<file path="config.mk">
export PLATFORM = sky130hd
export DESIGN_NAME = dms_top
export DESIGN_NICKNAME = d
export VERILOG_FILES = /design/src/verilog/dms_pkg.sv /design/src/verilog/dms_smp_if.sv /design/src/verilog/dms_isinc.sv /design/src/verilog/dms_qmod.sv /design/src/verilog/dms_top.sv
export VERILOG_INCLUDE_DIRS = /design/src /design/src/verilog
export SDC_FILE = /design/constraint.sdc
export NUM_CORES = 2
export LEC_CHECK = 0
export BUFFER_PORTS_ARGS = -buffer_cell sky130_fd_sc_hd__buf_2
export CORE_MARGIN = 8
export CORE_UTILIZATION = 60
export CTS_CLUSTER_SIZE = 16
export DETAILED_ROUTE_END_ITERATION = 8
export PLACE_DENSITY = 0.78
export SLEW_MARGIN = 20
export SYNTH_ARGS = -nofsm -noshare
export SYNTH_HDL_FRONTEND = slang
export SYNTH_SLANG_ARGS = --single-unit
</file>
<file path="constraint.sdc">
create_clock -name CLK -period 36.1 [get_ports CLK]
set_input_delay 5.415 -clock CLK [delete_from_list [all_inputs] [get_ports CLK]]
set_output_delay 5.415 -clock CLK [all_outputs]
set_load 0.05 [all_outputs]
</file>
<file path="src/verilog/dms_defines.svh">
// Offsets, field positions, reset values and filter constants for the
// modulator, inverse sinc and clock path block. Definitions only.
`ifndef DMS_DEFINES_SVH
`define DMS_DEFINES_SVH
`define DMS_ADDR_FILT_MODE 5'h01
`define DMS_ADDR_DP_OPT 5'h02
`define DMS_ADDR_VCO_BAND 5'h08
`define DMS_ADDR_MULT_CFG 5'h09
`define DMS_ADDR_LOOP_BW 5'h0a
`define DMS_RST_FILT_MODE 8'h00
`define DMS_RST_DP_OPT 8'h00
`define DMS_RST_VCO_BAND 8'h00
`define DMS_RST_MULT_CFG 8'h00
`define DMS_RST_LOOP_BW 8'h00
`define DMS_INTERP_MSB 7
`define DMS_INTERP_LSB 6
`define DMS_MODE_MSB 5
`define DMS_MODE_LSB 2
`define DMS_BIT_REAL 5
`define DMS_BIT_ISINC 3
`define DMS_BIT_MULT_EN 7
`define DMS_VCO_RATIO_MSB 6
`define DMS_VCO_RATIO_LSB 5
`define DMS_SMP_RATIO_MSB 4
`define DMS_SMP_RATIO_LSB 3
`define DMS_BIAS_MSB 2
`define DMS_BAND_MSB 7
`define DMS_BAND_LSB 2
`define DMS_DRIVE_MSB 1
`define DMS_LBW_MSB 4
`define DMS_LBW_KNEE 5'h0f
`define DMS_ISINC_C0 12'sh002
`define DMS_ISINC_C1 (-12'sh004)
`define DMS_ISINC_C2 12'sh00a
`define DMS_ISINC_C3 (-12'sh023)
`define DMS_ISINC_C4 12'sh191
`define DMS_ISINC_SHIFT 9
`define DMS_ROOT_HALF 16'sh5a82
`define DMS_ROOT_SHIFT 15
`endif

</file>
<file path="src/verilog/dms_pkg.sv">
// Types shared by the modulator, inverse sinc and clock path block.
// Assumes nothing beyond a SystemVerilog compiler.
package dms_pkg;
  typedef enum logic [3:0] {
    DMS_SP_IDLE = 4'b0001,
    DMS_SP_INSTR = 4'b0010,
    DMS_SP_WRITE = 4'b0100,
    DMS_SP_READ = 4'b1000
  } dms_sp_state_t;
  typedef logic [2:0] dms_eighth_t;
endpackage

</file>
<file path="src/verilog/dms_smp_if.sv">
// Sample carrier between datapath stages: one I/Q pair per valid cycle.
// Assumes producer and consumer share the sample clock.
`timescale 1ns/100ps
`default_nettype none
interface dms_smp_if #(
  parameter int W = 16
);
  logic signed [W-1:0] i;
  logic signed [W-1:0] q;
  logic valid;
  modport src(output i, output q, output valid);
  modport snk(input i, input q, input valid);
endinterface
`default_nettype wire

</file>
<file path="src/verilog/dms_isinc.sv">
// Nine-tap symmetric inverse sinc stage with bypass, one per channel.
// Assumes one sample per valid cycle; latency is one valid either way.
`timescale 1ns/100ps
`default_nettype none
`include "dms_defines.svh"
module dms_isinc
  import dms_pkg::*;
#(
  parameter int W = 16
) (
  input wire logic clk,
  input wire logic rst,
  input wire logic en,
  dms_smp_if.snk din,
  dms_smp_if.src dout
);
  localparam int AW = W + 12;
  localparam logic signed [W-1:0] MINV = {1'b1, {(W-1){1'b0}}};
  logic vld_q;

  function automatic logic signed [W-1:0] sat(input logic signed [AW-1:0] v);
    if (v > AW'(~MINV)) sat = ~MINV;
    else if (v < AW'(MINV)) sat = MINV;
    else sat = W'(v);
  endfunction

  genvar c;
  generate
    for (c = 0; c < 2; c++) begin : g_ch
      logic signed [W-1:0] x;
      logic signed [W-1:0] tap_q [8];
      logic signed [W-1:0] y_q;
      logic signed [AW-1:0] acc;
      assign x = (c == 0) ? din.i : din.q;
      always_comb begin
        acc = `DMS_ISINC_C0 * (AW'(x) + AW'(tap_q[7]))
            + `DMS_ISINC_C1 * (AW'(tap_q[0]) + AW'(tap_q[6]))
            + `DMS_ISINC_C2 * (AW'(tap_q[1]) + AW'(tap_q[5]))
            + `DMS_ISINC_C3 * (AW'(tap_q[2]) + AW'(tap_q[4]))
            + `DMS_ISINC_C4 * AW'(tap_q[3]);
      end
      always_ff @(posedge clk or posedge rst) begin
        if (rst) begin
          for (int k = 0; k < 8; k++) tap_q[k] <= '0;
          y_q <= '0;
        end else if (din.valid) begin
          tap_q[0] <= x;
          for (int k = 1; k < 8; k++) tap_q[k] <= tap_q[k-1];
          // Coefficients sum to 347 of 512: the built-in 3.4 dB loss
          if (en) y_q <= sat((acc + AW'(256)) >>> `DMS_ISINC_SHIFT);
          else y_q <= x;
        end
      end
    end
  endgenerate

  always_ff @(posedge clk or posedge rst) begin
    if (rst) vld_q <= 1'b0;
    else vld_q <= din.valid;
  end

  assign dout.i = g_ch[0].y_q;
  assign dout.q = g_ch[1].y_q;
  assign dout.valid = vld_q;
endmodule
`default_nettype wire

</file>
<file path="src/verilog/dms_qmod.sv">
// Coarse quadrature mixer rotating I/Q by multiples of 45 degrees.
// Assumes the step input is steady between configuration writes.
`timescale 1ns/100ps
`default_nettype none
`include "dms_defines.svh"
module dms_qmod
  import dms_pkg::*;
#(
  parameter int W = 16
) (
  input wire logic clk,
  input wire logic rst,
  input wire dms_eighth_t step,
  input wire logic real_only,
  dms_smp_if.snk din,
  dms_smp_if.src dout
);
  localparam logic signed [W-1:0] MINV = {1'b1, {(W-1){1'b0}}};
  dms_eighth_t step_q;
  dms_eighth_t phase_q;
  logic signed [W-1:0] i_q;
  logic signed [W-1:0] q_q;
  logic vld_q;
  logic [2:0] cc;
  logic [2:0] sc;
  logic signed [W+1:0] ni;
  logic signed [W+1:0] nq;
  logic signed [W+16:0] ni_w;
  logic signed [W+16:0] nq_w;

  // Weight codes: 1 plus one, 2 minus one, 3 plus r, 4 minus r, else zero.
  // Terms keep their fraction bits so each sum is rounded only once.
  function automatic logic signed [W+16:0] mulc(input logic signed [W-1:0] x,
                                                input logic [2:0] c);
    case (c)
      3'h1: mulc = (W+17)'(x) <<< `DMS_ROOT_SHIFT;
      3'h2: mulc = -((W+17)'(x) <<< `DMS_ROOT_SHIFT);
      3'h3: mulc = (W+17)'(x) * (W+17)'(`DMS_ROOT_HALF);
      3'h4: mulc = -((W+17)'(x) * (W+17)'(`DMS_ROOT_HALF));
      default: mulc = '0;
    endcase
  endfunction

  function automatic logic [2:0] cos_code(input dms_eighth_t a);
    case (a)
      3'h0: cos_code = 3'h1;
      3'h1: cos_code = 3'h3;
      3'h3: cos_code = 3'h4;
      3'h4: cos_code = 3'h2;
      3'h5: cos_code = 3'h4;
      3'h7: cos_code = 3'h3;
      default: cos_code = 3'h0;
    endcase
  endfunction

  // The 45 degree sums reach 1.41 of full scale, hence the clamp
  function automatic logic signed [W-1:0] sat(input logic signed [W+1:0] v);
    if (v > (W+2)'(~MINV)) sat = ~MINV;
    else if (v < (W+2)'(MINV)) sat = MINV;
    else sat = W'(v);
  endfunction

  always_comb begin
    cc = cos_code(phase_q);
    sc = cos_code(phase_q - 3'h2);
    ni_w = mulc(din.i, cc) + mulc(din.q, sc);
    nq_w = mulc(din.q, cc) - mulc(din.i, sc);
    ni = (W+2)'((ni_w + ((W+17)'(1) <<< (`DMS_ROOT_SHIFT - 1))) >>> `DMS_ROOT_SHIFT);
    nq = (W+2)'((nq_w + ((W+17)'(1) <<< (`DMS_ROOT_SHIFT - 1))) >>> `DMS_ROOT_SHIFT);
  end

  always_ff @(posedge clk or posedge rst) begin
    if (rst) begin
      step_q <= '0;
      phase_q <= '0;
    end else begin
      step_q <= step;
      if (step != step_q) phase_q <= '0;
      else if (din.valid) phase_q <= phase_q + step_q;
    end
  end

  always_ff @(posedge clk or posedge rst) begin
    if (rst) begin
      i_q <= '0;
      q_q <= '0;
      vld_q <= 1'b0;
    end else begin
      vld_q <= din.valid;
      if (din.valid) begin
        i_q <= sat(ni);
        q_q <= real_only ? '0 : sat(nq);
      end
    end
  end

  assign dout.i = i_q;
  assign dout.q = q_q;
  assign dout.valid = vld_q;
endmodule
`default_nettype wire

</file>
<file path="src/verilog/dms_top.sv">
// Transmit datapath core: coarse modulator, inverse sinc, clock path
// controls and the 3-wire serial register port.
// Assumes sample data arrive on CLK-aligned pins, resynchronised here.
//
// How it works
// - Modulator shifts spectrum by data-rate multiples
// - Half rate flips sign of I, Q
// - Positive quarter rate rotates I/Q forward
// - Negative quarter rate rotates I/Q backward
// - Eighth rate uses eight-step 45 degree rotation
// - Only half rate keeps channels independent
// - Three-eighths shift available only at 8x
// - Shifted and nonshifted filter selectable by mode
// - Pass band 0.8 of data rate centred
// - Edges 0.4 nonshifted, 0.1 shifted
// - Inverse sinc is nine-tap symmetric FIR
// - Taps 2, -4, 10, -35, 401 mirrored
// - Ripple within 0.05 dB to 0.4
// - Inverse sinc has 3.4 dB built-in loss
// - Inverse sinc off at reset, bit enables
// - Multiplier off: reference drives sample clock
// - Multiplier on: ratios set VCO, sample clock
// - Loop bandwidth code maps 1, 3, 10 MHz
// - Mode field bits 5:2, interpolation bits 7:6
`timescale 1ns/100ps
`default_nettype none
`include "dms_defines.svh"
module dms_top
  import dms_pkg::*;
#(
  parameter int W = 16
) (
  input wire logic CLK,
  input wire logic RST,
  input wire logic SCLK,
  input wire logic CS_N,
  input wire logic SDIO_IN,
  output logic SDIO_OUT,
  output logic SDIO_OE,
  input wire logic signed [W-1:0] DATA_I,
  input wire logic signed [W-1:0] DATA_Q,
  input wire logic DATA_VALID,
  output logic signed [W-1:0] DAC_I,
  output logic signed [W-1:0] DAC_Q,
  output logic DAC_VALID,
  output logic CLK_FROM_MULT,
  output logic [6:0] VCO_MULT,
  output logic [3:0] SAMPLE_MULT,
  output logic [3:0] INTERP_FACTOR,
  output logic FILTER_SHIFTED,
  output logic [5:0] BAND_SEL,
  output logic [1:0] VCO_DRIVE,
  output logic [2:0] PLL_BIAS,
  output logic [3:0] LOOP_BW_MHZ
);
  // ****************************************
  // Declarations
  // ****************************************
  dms_sp_state_t st_q;
  logic [2:0] sclk_s_q;
  logic [1:0] csn_s_q;
  logic [1:0] sdi_s_q;
  logic [2:0] bit_q;
  logic [7:0] sh_q;
  logic [4:0] addr_q;
  logic sdo_q;
  logic oe_q;
  logic wr_q;
  logic [4:0] wr_addr_q;
  logic [7:0] wr_data_q;
  logic sclk_rise;
  logic cs_act;
  logic [7:0] byte_in;
  logic [7:0] mode_q;
  logic [7:0] opt_q;
  logic [7:0] band_q;
  logic [7:0] mult_q;
  logic [7:0] lbw_q;
  logic signed [W-1:0] di_s_q [2];
  logic signed [W-1:0] dq_s_q [2];
  logic [1:0] dv_s_q;
  dms_eighth_t step;
  dms_smp_if #(.W(W)) raw_if ();
  dms_smp_if #(.W(W)) mod_if ();
  dms_smp_if #(.W(W)) fir_if ();

  // ****************************************
  // Functions
  // ****************************************
  function automatic logic [7:0] rd_mux(input logic [4:0] a);
    case (a)
      `DMS_ADDR_FILT_MODE: rd_mux = mode_q;
      `DMS_ADDR_DP_OPT: rd_mux = opt_q;
      `DMS_ADDR_VCO_BAND: rd_mux = band_q;
      `DMS_ADDR_MULT_CFG: rd_mux = mult_q;
      `DMS_ADDR_LOOP_BW: rd_mux = lbw_q;
      default: rd_mux = 8'h00;
    endcase
  endfunction

  // Eighths of the sample rate advanced per output sample; 3/8 only
  // exists when the interpolation code selects 8x
  function automatic dms_eighth_t step_of(input logic [7:0] m, input logic real_md);
    logic [3:0] md;
    md = m[`DMS_MODE_MSB:`DMS_MODE_LSB];
    if (real_md) step_of = 3'h0;
    else begin
      case (m[`DMS_INTERP_MSB:`DMS_INTERP_LSB])
        2'h3: step_of = md[3:1];
        2'h2: step_of = {md[2:1], 1'b0};
        2'h1: step_of = {md[1], 2'b00};
        default: step_of = 3'h0;
      endcase
    end
  endfunction

  // Coarse loop filter bandwidth in MHz: 0 -> 1, 15 -> 3, 31 -> 10
  function automatic logic [3:0] lbw_mhz(input logic [4:0] c);
    logic [7:0] t;
    t = 8'h00;
    if (c <= `DMS_LBW_KNEE) begin
      t = 8'h01 + (8'(c) * 8'h02) / 8'h0f;
    end else begin
      t = 8'h03 + (8'(c - `DMS_LBW_KNEE) * 8'h07) / 8'h10;
    end
    lbw_mhz = t[3:0];
  endfunction

  // ****************************************
  // Serial port synchronisers
  // ****************************************
  always_ff @(posedge CLK or posedge RST) begin
    if (RST) begin
      sclk_s_q <= 3'h0;
      csn_s_q <= 2'h3;
      sdi_s_q <= 2'h0;
    end else begin
      sclk_s_q <= {sclk_s_q[1:0], SCLK};
      csn_s_q <= {csn_s_q[0], CS_N};
      sdi_s_q <= {sdi_s_q[0], SDIO_IN};
    end
  end

  assign sclk_rise = sclk_s_q[1] & ~sclk_s_q[2];
  assign cs_act = ~csn_s_q[1];
  assign byte_in = {sh_q[6:0], sdi_s_q[1]};

  // ****************************************
  // Serial port sequencer
  // ****************************************
  // One instruction byte (bit 7 read, bits 4:0 address), one data byte;
  // after each data byte a new instruction follows while select is low.
  always_ff @(posedge CLK or posedge RST) begin
    if (RST) begin
      st_q <= DMS_SP_IDLE;
      bit_q <= 3'h0;
      sh_q <= 8'h00;
      addr_q <= 5'h00;
      sdo_q <= 1'b0;
    end else if (!cs_act) begin
      st_q <= DMS_SP_IDLE;
      bit_q <= 3'h0;
    end else begin
      case (st_q)
        DMS_SP_IDLE: begin
          st_q <= DMS_SP_INSTR;
          bit_q <= 3'h0;
        end
        DMS_SP_INSTR: begin
          if (sclk_rise) begin
            bit_q <= bit_q + 3'h1;
            sh_q <= byte_in;
            if (bit_q == 3'h7) begin
              addr_q <= byte_in[4:0];
              if (byte_in[7]) begin
                st_q <= DMS_SP_READ;
                sdo_q <= 1'(rd_mux(byte_in[4:0]) >> 7);
                sh_q <= rd_mux(byte_in[4:0]) << 1;
              end else begin
                st_q <= DMS_SP_WRITE;
              end
            end
          end
        end
        DMS_SP_WRITE: begin
          if (sclk_rise) begin
            bit_q <= bit_q + 3'h1;
            sh_q <= byte_in;
            if (bit_q == 3'h7) st_q <= DMS_SP_INSTR;
          end
        end
        DMS_SP_READ: begin
          // Next bit is put out just after the edge the host samples on
          if (sclk_rise) begin
            bit_q <= bit_q + 3'h1;
            if (bit_q == 3'h7) st_q <= DMS_SP_INSTR;
            else begin
              sdo_q <= sh_q[7];
              sh_q <= {sh_q[6:0], 1'b0};
            end
          end
        end
        default: begin
          st_q <= DMS_SP_IDLE;
          bit_q <= 3'h0;
        end
      endcase
    end
  end

  always_ff @(posedge CLK or posedge RST) begin
    if (RST) oe_q <= 1'b0;
    else oe_q <= cs_act && (st_q == DMS_SP_READ);
  end

  always_ff @(posedge CLK or posedge RST) begin
    if (RST) begin
      wr_q <= 1'b0;
      wr_addr_q <= 5'h00;
      wr_data_q <= 8'h00;
    end else begin
      wr_q <= cs_act && (st_q == DMS_SP_WRITE) && sclk_rise && (bit_q == 3'h7);
      wr_addr_q <= addr_q;
      wr_data_q <= byte_in;
    end
  end

  // ****************************************
  // Configuration registers
  // ****************************************
  always_ff @(posedge CLK or posedge RST) begin
    if (RST) begin
      mode_q <= `DMS_RST_FILT_MODE;
      opt_q <= `DMS_RST_DP_OPT;
      band_q <= `DMS_RST_VCO_BAND;
      mult_q <= `DMS_RST_MULT_CFG;
      lbw_q <= `DMS_RST_LOOP_BW;
    end else if (wr_q) begin
      case (wr_addr_q)
        `DMS_ADDR_FILT_MODE: mode_q <= wr_data_q;
        `DMS_ADDR_DP_OPT: opt_q <= wr_data_q;
        `DMS_ADDR_VCO_BAND: band_q <= wr_data_q;
        `DMS_ADDR_MULT_CFG: mult_q <= wr_data_q;
        `DMS_ADDR_LOOP_BW: lbw_q <= wr_data_q;
        default: ;
      endcase
    end
  end

  // ****************************************
  // Clock path controls
  // ****************************************
  // The clock mux and PLL are analog; these flops steer them.
  always_ff @(posedge CLK or posedge RST) begin
    if (RST) begin
      CLK_FROM_MULT <= 1'b0;
      VCO_MULT <= 7'h01;
      SAMPLE_MULT <= 4'h1;
      BAND_SEL <= 6'h00;
      VCO_DRIVE <= 2'h0;
      PLL_BIAS <= 3'h0;
      LOOP_BW_MHZ <= 4'h1;
    end else begin
      CLK_FROM_MULT <= mult_q[`DMS_BIT_MULT_EN];
      VCO_MULT <= 7'h01 << ({1'b0, mult_q[`DMS_VCO_RATIO_MSB:`DMS_VCO_RATIO_LSB]}
                           + {1'b0, mult_q[`DMS_SMP_RATIO_MSB:`DMS_SMP_RATIO_LSB]});
      SAMPLE_MULT <= 4'h1 << mult_q[`DMS_SMP_RATIO_MSB:`DMS_SMP_RATIO_LSB];
      BAND_SEL <= band_q[`DMS_BAND_MSB:`DMS_BAND_LSB];
      VCO_DRIVE <= band_q[`DMS_DRIVE_MSB:0];
      PLL_BIAS <= mult_q[`DMS_BIAS_MSB:0];
      LOOP_BW_MHZ <= lbw_mhz(lbw_q[`DMS_LBW_MSB:0]);
    end
  end

  // ****************************************
  // Sample input and mode decode
  // ****************************************
  always_ff @(posedge CLK or posedge RST) begin
    if (RST) begin
      di_s_q[0] <= '0;
      di_s_q[1] <= '0;
      dq_s_q[0] <= '0;
      dq_s_q[1] <= '0;
      dv_s_q <= 2'h0;
    end else begin
      di_s_q[0] <= DATA_I;
      di_s_q[1] <= di_s_q[0];
      dq_s_q[0] <= DATA_Q;
      dq_s_q[1] <= dq_s_q[0];
      dv_s_q <= {dv_s_q[0], DATA_VALID};
    end
  end

  assign raw_if.i = di_s_q[1];
  assign raw_if.q = dq_s_q[1];
  assign raw_if.valid = dv_s_q[1];
  assign step = step_of(mode_q, opt_q[`DMS_BIT_REAL]);

  // Band edges (0.8 centred, 0.4 / 0.1 at the edges) belong to the
  // interpolation stages; this block exports which variant is chosen.
  always_ff @(posedge CLK or posedge RST) begin
    if (RST) begin
      FILTER_SHIFTED <= 1'b0;
      INTERP_FACTOR <= 4'h1;
    end else begin
      FILTER_SHIFTED <= mode_q[`DMS_MODE_LSB];
      INTERP_FACTOR <= 4'h1 << mode_q[`DMS_INTERP_MSB:`DMS_INTERP_LSB];
    end
  end

  // ****************************************
  // Datapath
  // ****************************************
  dms_qmod #(.W(W)) u_qmod (
    .clk(CLK),
    .rst(RST),
    .step(step),
    .real_only(opt_q[`DMS_BIT_REAL]),
    .din(raw_if.snk),
    .dout(mod_if.src)
  );

  dms_isinc #(.W(W)) u_isinc (
    .clk(CLK),
    .rst(RST),
    .en(opt_q[`DMS_BIT_ISINC]),
    .din(mod_if.snk),
    .dout(fir_if.src)
  );

  always_ff @(posedge CLK or posedge RST) begin
    if (RST) begin
      DAC_I <= '0;
      DAC_Q <= '0;
      DAC_VALID <= 1'b0;
    end else begin
      DAC_I <= fir_if.i;
      DAC_Q <= fir_if.q;
      DAC_VALID <= fir_if.valid;
    end
  end

  always_ff @(posedge CLK or posedge RST) begin
    if (RST) begin
      SDIO_OUT <= 1'b0;
      SDIO_OE <= 1'b0;
    end else begin
      SDIO_OUT <= sdo_q;
      SDIO_OE <= oe_q;
    end
  end
endmodule
`default_nettype wire
</file>
Word level (Yosys, flattened, before mapping). Index checks and enable logic that the tools add are counted.

ROM bits: 0. Input port bits: 38. Memories kept: 0. Output and inout port bits: 67. Register bits: 544. RAM bits: 0. Bits in latches: 0.

Muxes and demuxes: 46. $lt $le $gt $ge: 9. Eq/ne operators: 48. $mul: 9. Bitwise logic cells: 3. Add/sub/neg operators: 35. Shift operators: 3. Reduce and logical (&&, ||, !) cells: 24. Div/mod/pow operators: 1.

Operators with widths (count): case mux 33 bit (4 select lines) (4); adder 28 bit (8); two-way mux 16 bit (11); adder 16 x 16 -> 17 bit (8); adder 33 x 16 -> 33 bit (second input constant) (2); negation 31 -> 33 bit (2); negation 33 bit (2); multiplier 16 x 15 -> 31 bit (second input constant) (2); adder 28 x 10 -> 28 bit (second input constant) (2); multiplier 4 x 28 -> 27 bit (first input constant) (2); multiplier 7 x 28 -> 28 bit (first input constant) (2); multiplier 10 x 16 -> 26 bit (first input constant) (2); negation 26 bit (2); two-way mux 8 bit (6); case mux 8 bit (5 select lines) (1); > comparator 19 x 16 -> 1 bit (second input constant) (2); < comparator 19 x 16 -> 1 bit (second input constant) (2); > comparator 18 x 16 -> 1 bit (second input constant) (2); < comparator 18 x 16 -> 1 bit (second input constant) (2); adder 33 bit (1); subtractor 33 bit (1); == test 5 x 4 -> 1 bit (second input constant) (6); two-way mux 4 bit (7); == test 3 bit (second input constant) (9); other kinds (45) (90).

Longest topological paths before layout.
Word-level depth: 12. Mapped depth: 45. Depth with buffers taken out: 44.

Cells and area by module. From an unflattened synthesis, not the netlist that was laid out.

Cells, all modules: 6127. Area, all modules: 59422.0 µm².

Modules (own cells, without submodules): dms_isinc (area each 34938.5 µm², cells an instance 3608, times used 1, seq. area each 7231.9 µm²); dms_qmod (area each 16712.3 µm², cells an instance 1988, times used 1, seq. area each 975.9 µm²); dms_top (area each 7771.2 µm², cells an instance 531, times used 1, seq. area each 5413.9 µm²).

Worst setup path before layout. Ideal clock, no wire load.

Path kind: reg-to-reg. Start point: register u_isinc.g_ch[1].tap_q[48] in the netlist's numbering. End point: register u_isinc.g_ch[1].y_q[0], in the netlist u_isinc.dout.q[0]. Arrival time: 9935 ps. Buffers on the path: 1. Period minus slack after synthesis: 10072 ps. Slack: 26028 ps. Stages on the path, launching flop included: 34. Required time: 35963 ps. Cells stage by stage: dfrtp_1 > ha_1 > fa_1 > a21o_1 > a21oi_1 > o21ai_0 > nor4b_1 > o31ai_1 > o21ai_0 > o21ai_0 > inv_1 > fa_1 > inv_1 > fa_1 > inv_1 > fa_1 > inv_1 > fa_1 > inv_1 > fa_1 > inv_1 > ha_1 > a21o_1 > a21o_1 > or3b_2 > a311oi_1 > o21ai_0 > a21o_1 > or3_1 > a21oi_1 > nor2_1 > nor2_1 > clkbuf_1 > a21oi_1.

Longest elaborated chain between the ends: 9. Elaborated cells between the ends (all ways): 10. Those cells by class: 4 x add/sub; 1 x mul; 2 x order compare; 3 x mux.

Ends and longest elaborated chain: start, declared (line dms_isinc.sv:31) `logic signed [W-1:0] tap_q [8];`; adder 16 x 16 -> 17 bit (*) (line dms_isinc.sv:39) `` + `DMS_ISINC_C3 * (AW'(tap_q[2]) + AW'(tap_q[4])) ``; multiplier 7 x 28 -> 28 bit (no source line) (*); adder 28 bit (no source line) (*) (2 in a row); adder 28 x 10 -> 28 bit (*) (line dms_isinc.sv:50) `` if (en) y_q <= sat((acc + AW'(256)) >>> `DMS_ISINC_SHIFT); ``; < comparator 19 x 16 -> 1 bit (line dms_isinc.sv:23) `else if (v < AW'(MINV)) sat = MINV;`; two-way mux 16 bit (line dms_isinc.sv:23); two-way mux 16 bit (*) (line dms_isinc.sv:22) `if (v > AW'(~MINV)) sat = ~MINV;`; two-way mux 16 bit (*) (line dms_isinc.sv:50); end signal, assigned (line dms_isinc.sv:50); end, declared (line dms_isinc.sv:32) `logic signed [W-1:0] y_q;`.

Every way passes the cells marked *; elsewhere a longest branch is shown, timed or not. A chain may end at the register's enable or synchronous reset.

Worst setup path in the final report.
Start point: register u_isinc.g_ch[1].tap_q[65] in the netlist's numbering. End point: register u_isinc.g_ch[1].y_q[11], in the netlist u_isinc.dout.q[11].

Longest elaborated chain between the ends: 7. Elaborated cells between the ends (all ways): 8. Those cells by class: 2 x add/sub; 1 x mul; 2 x order compare; 3 x mux.

Ends and longest elaborated chain (line): multiplier 10 x 16 -> 26 bit (no source line) (*); adder 28 bit (no source line) (*); adder 28 x 10 -> 28 bit (*) (dms_isinc.sv:50); < comparator 19 x 16 -> 1 bit (dms_isinc.sv:23); two-way mux 16 bit (dms_isinc.sv:23); two-way mux 16 bit (*) (dms_isinc.sv:22); two-way mux 16 bit (*) (dms_isinc.sv:50).

Marks and branches as above.

==> report_table.html <==
<table>
<tr><th>Metric</th><th>Value</th></tr>
<tr><th colspan="2">Run status</th></tr>
<tr><td>Run status</td><td>completed</td></tr>
<tr><th colspan="2">GRT</th></tr>
<tr><td>Number of antenna violations at the first check in global routing</td><td>2</td></tr>
<tr><td>Total congestion overflow</td><td>0</td></tr>
<tr><td>First-pass GRT wire length</td><td>225 mm</td></tr>
<tr><td>Vias in the first global route</td><td>approximately 43000</td></tr>
<tr><td>Pin count of the biggest net entering global routing</td><td>approximately 170</td></tr>
<tr><td>Overall fraction of global-route tracks in use</td><td>0.255</td></tr>
<tr><th colspan="2">Die</th></tr>
<tr><td>Die W</td><td>330 µm</td></tr>
<tr><td>Row Count</td><td>about 120</td></tr>
<tr><td>Die area</td><td>around 110000 µm²</td></tr>
<tr><td>Floorplan Core Area</td><td>a little under 100000 µm²</td></tr>
<tr><td>Initial core utilization</td><td>0.603</td></tr>
<tr><td>Total I/O pin count</td><td>between 100 and 150</td></tr>
<tr><td>Vertical extent of the die</td><td>330 µm</td></tr>
<tr><th colspan="2">Synthesis</th></tr>
<tr><td>Area share of the leading cell type in the synthesized netlist</td><td>0.227</td></tr>
<tr><td>Top post-synthesis cells by area</td><td>sky130_fd_sc_hd__dfrtp_1, sky130_fd_sc_hd__ha_1, sky130_fd_sc_hd__fa_1</td></tr>
<tr><td>Post-synth EDFFs</td><td>0</td></tr>
<tr><td>Warning count from the yosys run</td><td>0</td></tr>
<tr><td>Most common flop cell mapped by yosys</td><td>sky130_fd_sc_hd__dfrtp_1</td></tr>
<tr><td>Syn Inst Count</td><td>just over 6000</td></tr>
<tr><td>Cell with the most instances after synthesis</td><td>sky130_fd_sc_hd__inv_1</td></tr>
<tr><td>Count of unique library cells instantiated by Yosys</td><td>just over 90</td></tr>
<tr><td>Share of the yosys chip area belonging to registers</td><td>0.231</td></tr>
<tr><td>Synthesized Nets</td><td>7509</td></tr>
<tr><td>Yosys top cell by area</td><td>sky130_fd_sc_hd__dfrtp_1</td></tr>
<tr><td>Top cell types by occurrence after synthesis</td><td>sky130_fd_sc_hd__inv_1, sky130_fd_sc_hd__ha_1, sky130_fd_sc_hd__dfrtp_1</td></tr>
<tr><td>Post-synthesis async set-or-reset flop share</td><td>1.00</td></tr>
<tr><td>Seq cells post-synth</td><td>544</td></tr>
<tr><td>Post-Syn Area</td><td>~59000 µm²</td></tr>
<tr><td>Per-instance average area after synthesis</td><td>between 9 and 10 µm²</td></tr>
<tr><th colspan="2">Route</th></tr>
<tr><td>Number of DRC violations after detailed routing</td><td>0</td></tr>
<tr><td>Via Count</td><td>42900</td></tr>
<tr><td>Average vias per placed instance</td><td>5.77</td></tr>
<tr><td>Initial DRC Count</td><td>slightly above 3000</td></tr>
<tr><td>Antenna-violating nets left</td><td>0</td></tr>
<tr><td>First drt pass iteration count</td><td>5</td></tr>
<tr><td>Total detailed-routing wirelength</td><td>139 mm</td></tr>
<tr><td>Average wire length per cell after detail routing</td><td>18.6 µm</td></tr>
<tr><th colspan="2">CTS</th></tr>
<tr><td>CTS H-Tree Depth</td><td>2</td></tr>
<tr><td>CTS Buf Count</td><td>60</td></tr>
<tr><td>Number of buffers on the longest clock path</td><td>3</td></tr>
<tr><td>Post-CTS setup-driven buffer insertion count</td><td>0</td></tr>
<tr><td>TritonCTS clock tree</td><td>yes</td></tr>
<tr><td>CTS Hold Buffers Added</td><td>0</td></tr>
<tr><td>Clock-pin slew on the worst setup and hold paths</td><td>around 0.06 ns</td></tr>
<tr><td>CTS Root Cell</td><td>sky130_fd_sc_hd__clkbuf_16</td></tr>
<tr><td>Worst skew pair latency</td><td>roughly 0.71 ns</td></tr>
<tr><td>Number of clock sinks</td><td>roughly 540</td></tr>
<tr><td>Post-cts repair resize count</td><td>0</td></tr>
<tr><th colspan="2">STA</th></tr>
<tr><td>Maximum clock rate</td><td>0.0941 GHz</td></tr>
<tr><td>Transition at the pin with the smallest max-transition slack</td><td>approximately 1.1 ns</td></tr>
<tr><td>Largest clock skew in the final design</td><td>roughly 0.086 ns</td></tr>
<tr><td>Number of pins exceeding their max-slew limit in the final report</td><td>0</td></tr>
<tr><td>Unrepaired setup endpoints after global routing</td><td>false</td></tr>
<tr><td>Time the worst path needs with I/O delays and setup</td><td>10.62 ns</td></tr>
<tr><td>Hold Vio Cnt, Final</td><td>0</td></tr>
<tr><td>Final cycle utilization of the critical path</td><td>0.294</td></tr>
<tr><td>Total setup violations reported at the end of the flow</td><td>0</td></tr>
<tr><td>Post-layout worst setup margin</td><td>between 20 and 30 ns</td></tr>
<tr><td>Worst rel slew slack</td><td>0.277</td></tr>
<tr><td>Setup Total Neg Slack</td><td>0 ns</td></tr>
<tr><th colspan="2">Cells and area</th></tr>
<tr><td>Fraction of final layout cells sized beyond drive strength 1</td><td>0.101</td></tr>
<tr><td>Number of fillers in the final layout</td><td>around 7800</td></tr>
<tr><td>Area occupied by registers</td><td>~14000 µm²</td></tr>
<tr><td>Layout Area Growth over Synthesis</td><td>6.64%</td></tr>
<tr><td>Number of nets in the layout</td><td>about 7600</td></tr>
<tr><td>Area of the multi-input gates</td><td>41200 µm²</td></tr>
<tr><th colspan="2">Critical path</th></tr>
<tr><td>Maximum fanout along the worst path</td><td>15</td></tr>
<tr><td>Worst Path Arrival</td><td>11.09 ns</td></tr>
<tr><td>Cell at the slowest stage of the critical path</td><td>sky130_fd_sc_hd__nor2_2</td></tr>
<tr><td>Kind of critical path</td><td>flip-flop to flip-flop</td></tr>
<tr><td>Worst path required time</td><td>approximately 37 ns</td></tr>
<tr><td>Startpoint type of the worst setup path</td><td>flip-flop</td></tr>
<tr><td>Crit path largest cell delay</td><td>between 0.6 and 0.7 ns</td></tr>
<tr><td>CP Capture Type</td><td>flip-flop</td></tr>
<tr><th colspan="2">Placed design</th></tr>
<tr><td>Minimum setup slack after placement</td><td>around 25 ns</td></tr>
<tr><td>DPL Wire Length</td><td>112 mm</td></tr>
<tr><td>Weighted congestion at the end of routability-driven global placement</td><td>roughly 0.91</td></tr>
<tr><td>PortBufs</td><td>about 100</td></tr>
<tr><th colspan="2">Job</th></tr>
<tr><td># Max-Cap Violations</td><td>0</td></tr>
<tr><th colspan="2">Worst hold path</th></tr>
<tr><td>Worst min path class</td><td>flip-flop to flip-flop</td></tr>
</table>
-- sequential cells by signal, indices dropped and copies added (netlist names), 8 cells and up --
signal	flops
u_isinc.g_ch.tap_q	256
DAC_I	16
DAC_Q	16
di_s_q	16
dq_s_q	16
raw_if.i	16
raw_if.q	16
u_isinc.dout.i	16
u_isinc.dout.q	16
u_qmod.dout.i	16
u_qmod.dout.q	16
band_q	8
lbw_q	8
mode_q	8
mult_q	8
opt_q	8
sh_q	8
wr_data_q	8
-- layout by cell type (no fill, tap or decap), types with 144 or more instances in the layout --
| cell type | Yosys | final |
|---|---|---|
| sky130_fd_sc_hd__mux2_2 | 303 | 303 |
| sky130_fd_sc_hd__fa_1 | 497 | 497 |
| sky130_fd_sc_hd__a21oi_1 | 280 | 278 |
| sky130_fd_sc_hd__ha_1 | 929 | 929 |
| sky130_fd_sc_hd__xor2_1 | 145 | 144 |
| sky130_fd_sc_hd__inv_1 | 1015 | 1013 |
| sky130_fd_sc_hd__xnor2_1 | 287 | 286 |
| sky130_fd_sc_hd__nand2_1 | 304 | 304 |
| sky130_fd_sc_hd__dfrtp_1 | 537 | 535 |
| sky130_fd_sc_hd__nor2_1 | 314 | 313 |
| sky130_fd_sc_hd__o21ai_0 | 237 | 236 |
-- per-stage QoR --
stage / instances / util / hold WS [ns] / area [µm²]
2_1_floorplan: 6045 / - / 0.331 / 59100
3_3_place_gp: 7327 / 0.622 / 0.332 / 61000
3_5_place_dp: 7327 / 0.622 / 0.335 / 61000
4_1_cts: 7435 / 0.643 / 0.346 / 63000
5_1_grt: 7435 / 0.643 / 0.351 / 63000
6_report: 7437 / 0.643 / 0.346 / 63000
-- per-layer routing --
layer | track usage | vias up | routed length, µm
met2 | 0.425 | 1022 | 65700
met4 | 0.0643 | 0 | 3730
met3 | 0.0302 | 235 | 7080
met1 | 0.354 | 21200 | 62000
li1 | - | 20400 | -
met5 | 0 | - | 0
-- cell families (layout without fill, tap and decap cells) --
logic type / count (synthesis) / after routing / share of synthesized area
compound gates: 1057 / 1057 / 0.116
other cells: 0 / 2 / 0
xor+xnor: 434 / 434 / 0.0647
flops: 544 / 544 / 0.231
simple gates: 1111 / 1111 / 0.0898
fa+ha+maj: 1426 / 1426 / 0.365
mux: 317 / 317 / 0.0601
buf+inv: 1156 / 1259 / 0.0737
-- path summary, 6_finish.rpt --
check,end,depth (start not counted),from,slack [ns]
max in group asynchronous,u_isinc.g_ch[0].tap_q[12],5,RST,28.05
min,DAC_VALID,0,u_isinc.dout.valid,0.35
max,u_isinc.dout.q[11],37,u_isinc.g_ch[1].tap_q[65],25.48
max reg2reg,u_isinc.dout.q[11],37,u_isinc.g_ch[1].tap_q[65],25.48
min in group asynchronous,INTERP_FACTOR[3],2,RST,4.85
min reg2reg,DAC_VALID,0,u_isinc.dout.valid,0.35
-- worst max-delay path, delay by kind of cell, from the launching register on --
| kind | cells | cell delay (ns) |
|---|---|---|
| simple gates | 4 | 1.24 |
| buf+inv | 5 | 0.26 |
| compound gates | 13 | 3.12 |
| xor+xnor | 3 | 0.52 |
| fa+ha+maj | 12 | 4.74 |
| flops | 1 | 0.47 |
-- area by class of cell --
type                    count  area share
diodes                      2   0.0000794
clock buffers              79      0.0262
flip-flops and latches    544       0.216
repair buffers            133      0.0119
inverters                1018      0.0608
well taps                1287      0.0256
clock inverters            29     0.00592
multi-input cells        4345       0.653
Power is not shown: default switching activity piles up to over one toggle a cycle in this logic, so the estimate is an artifact.
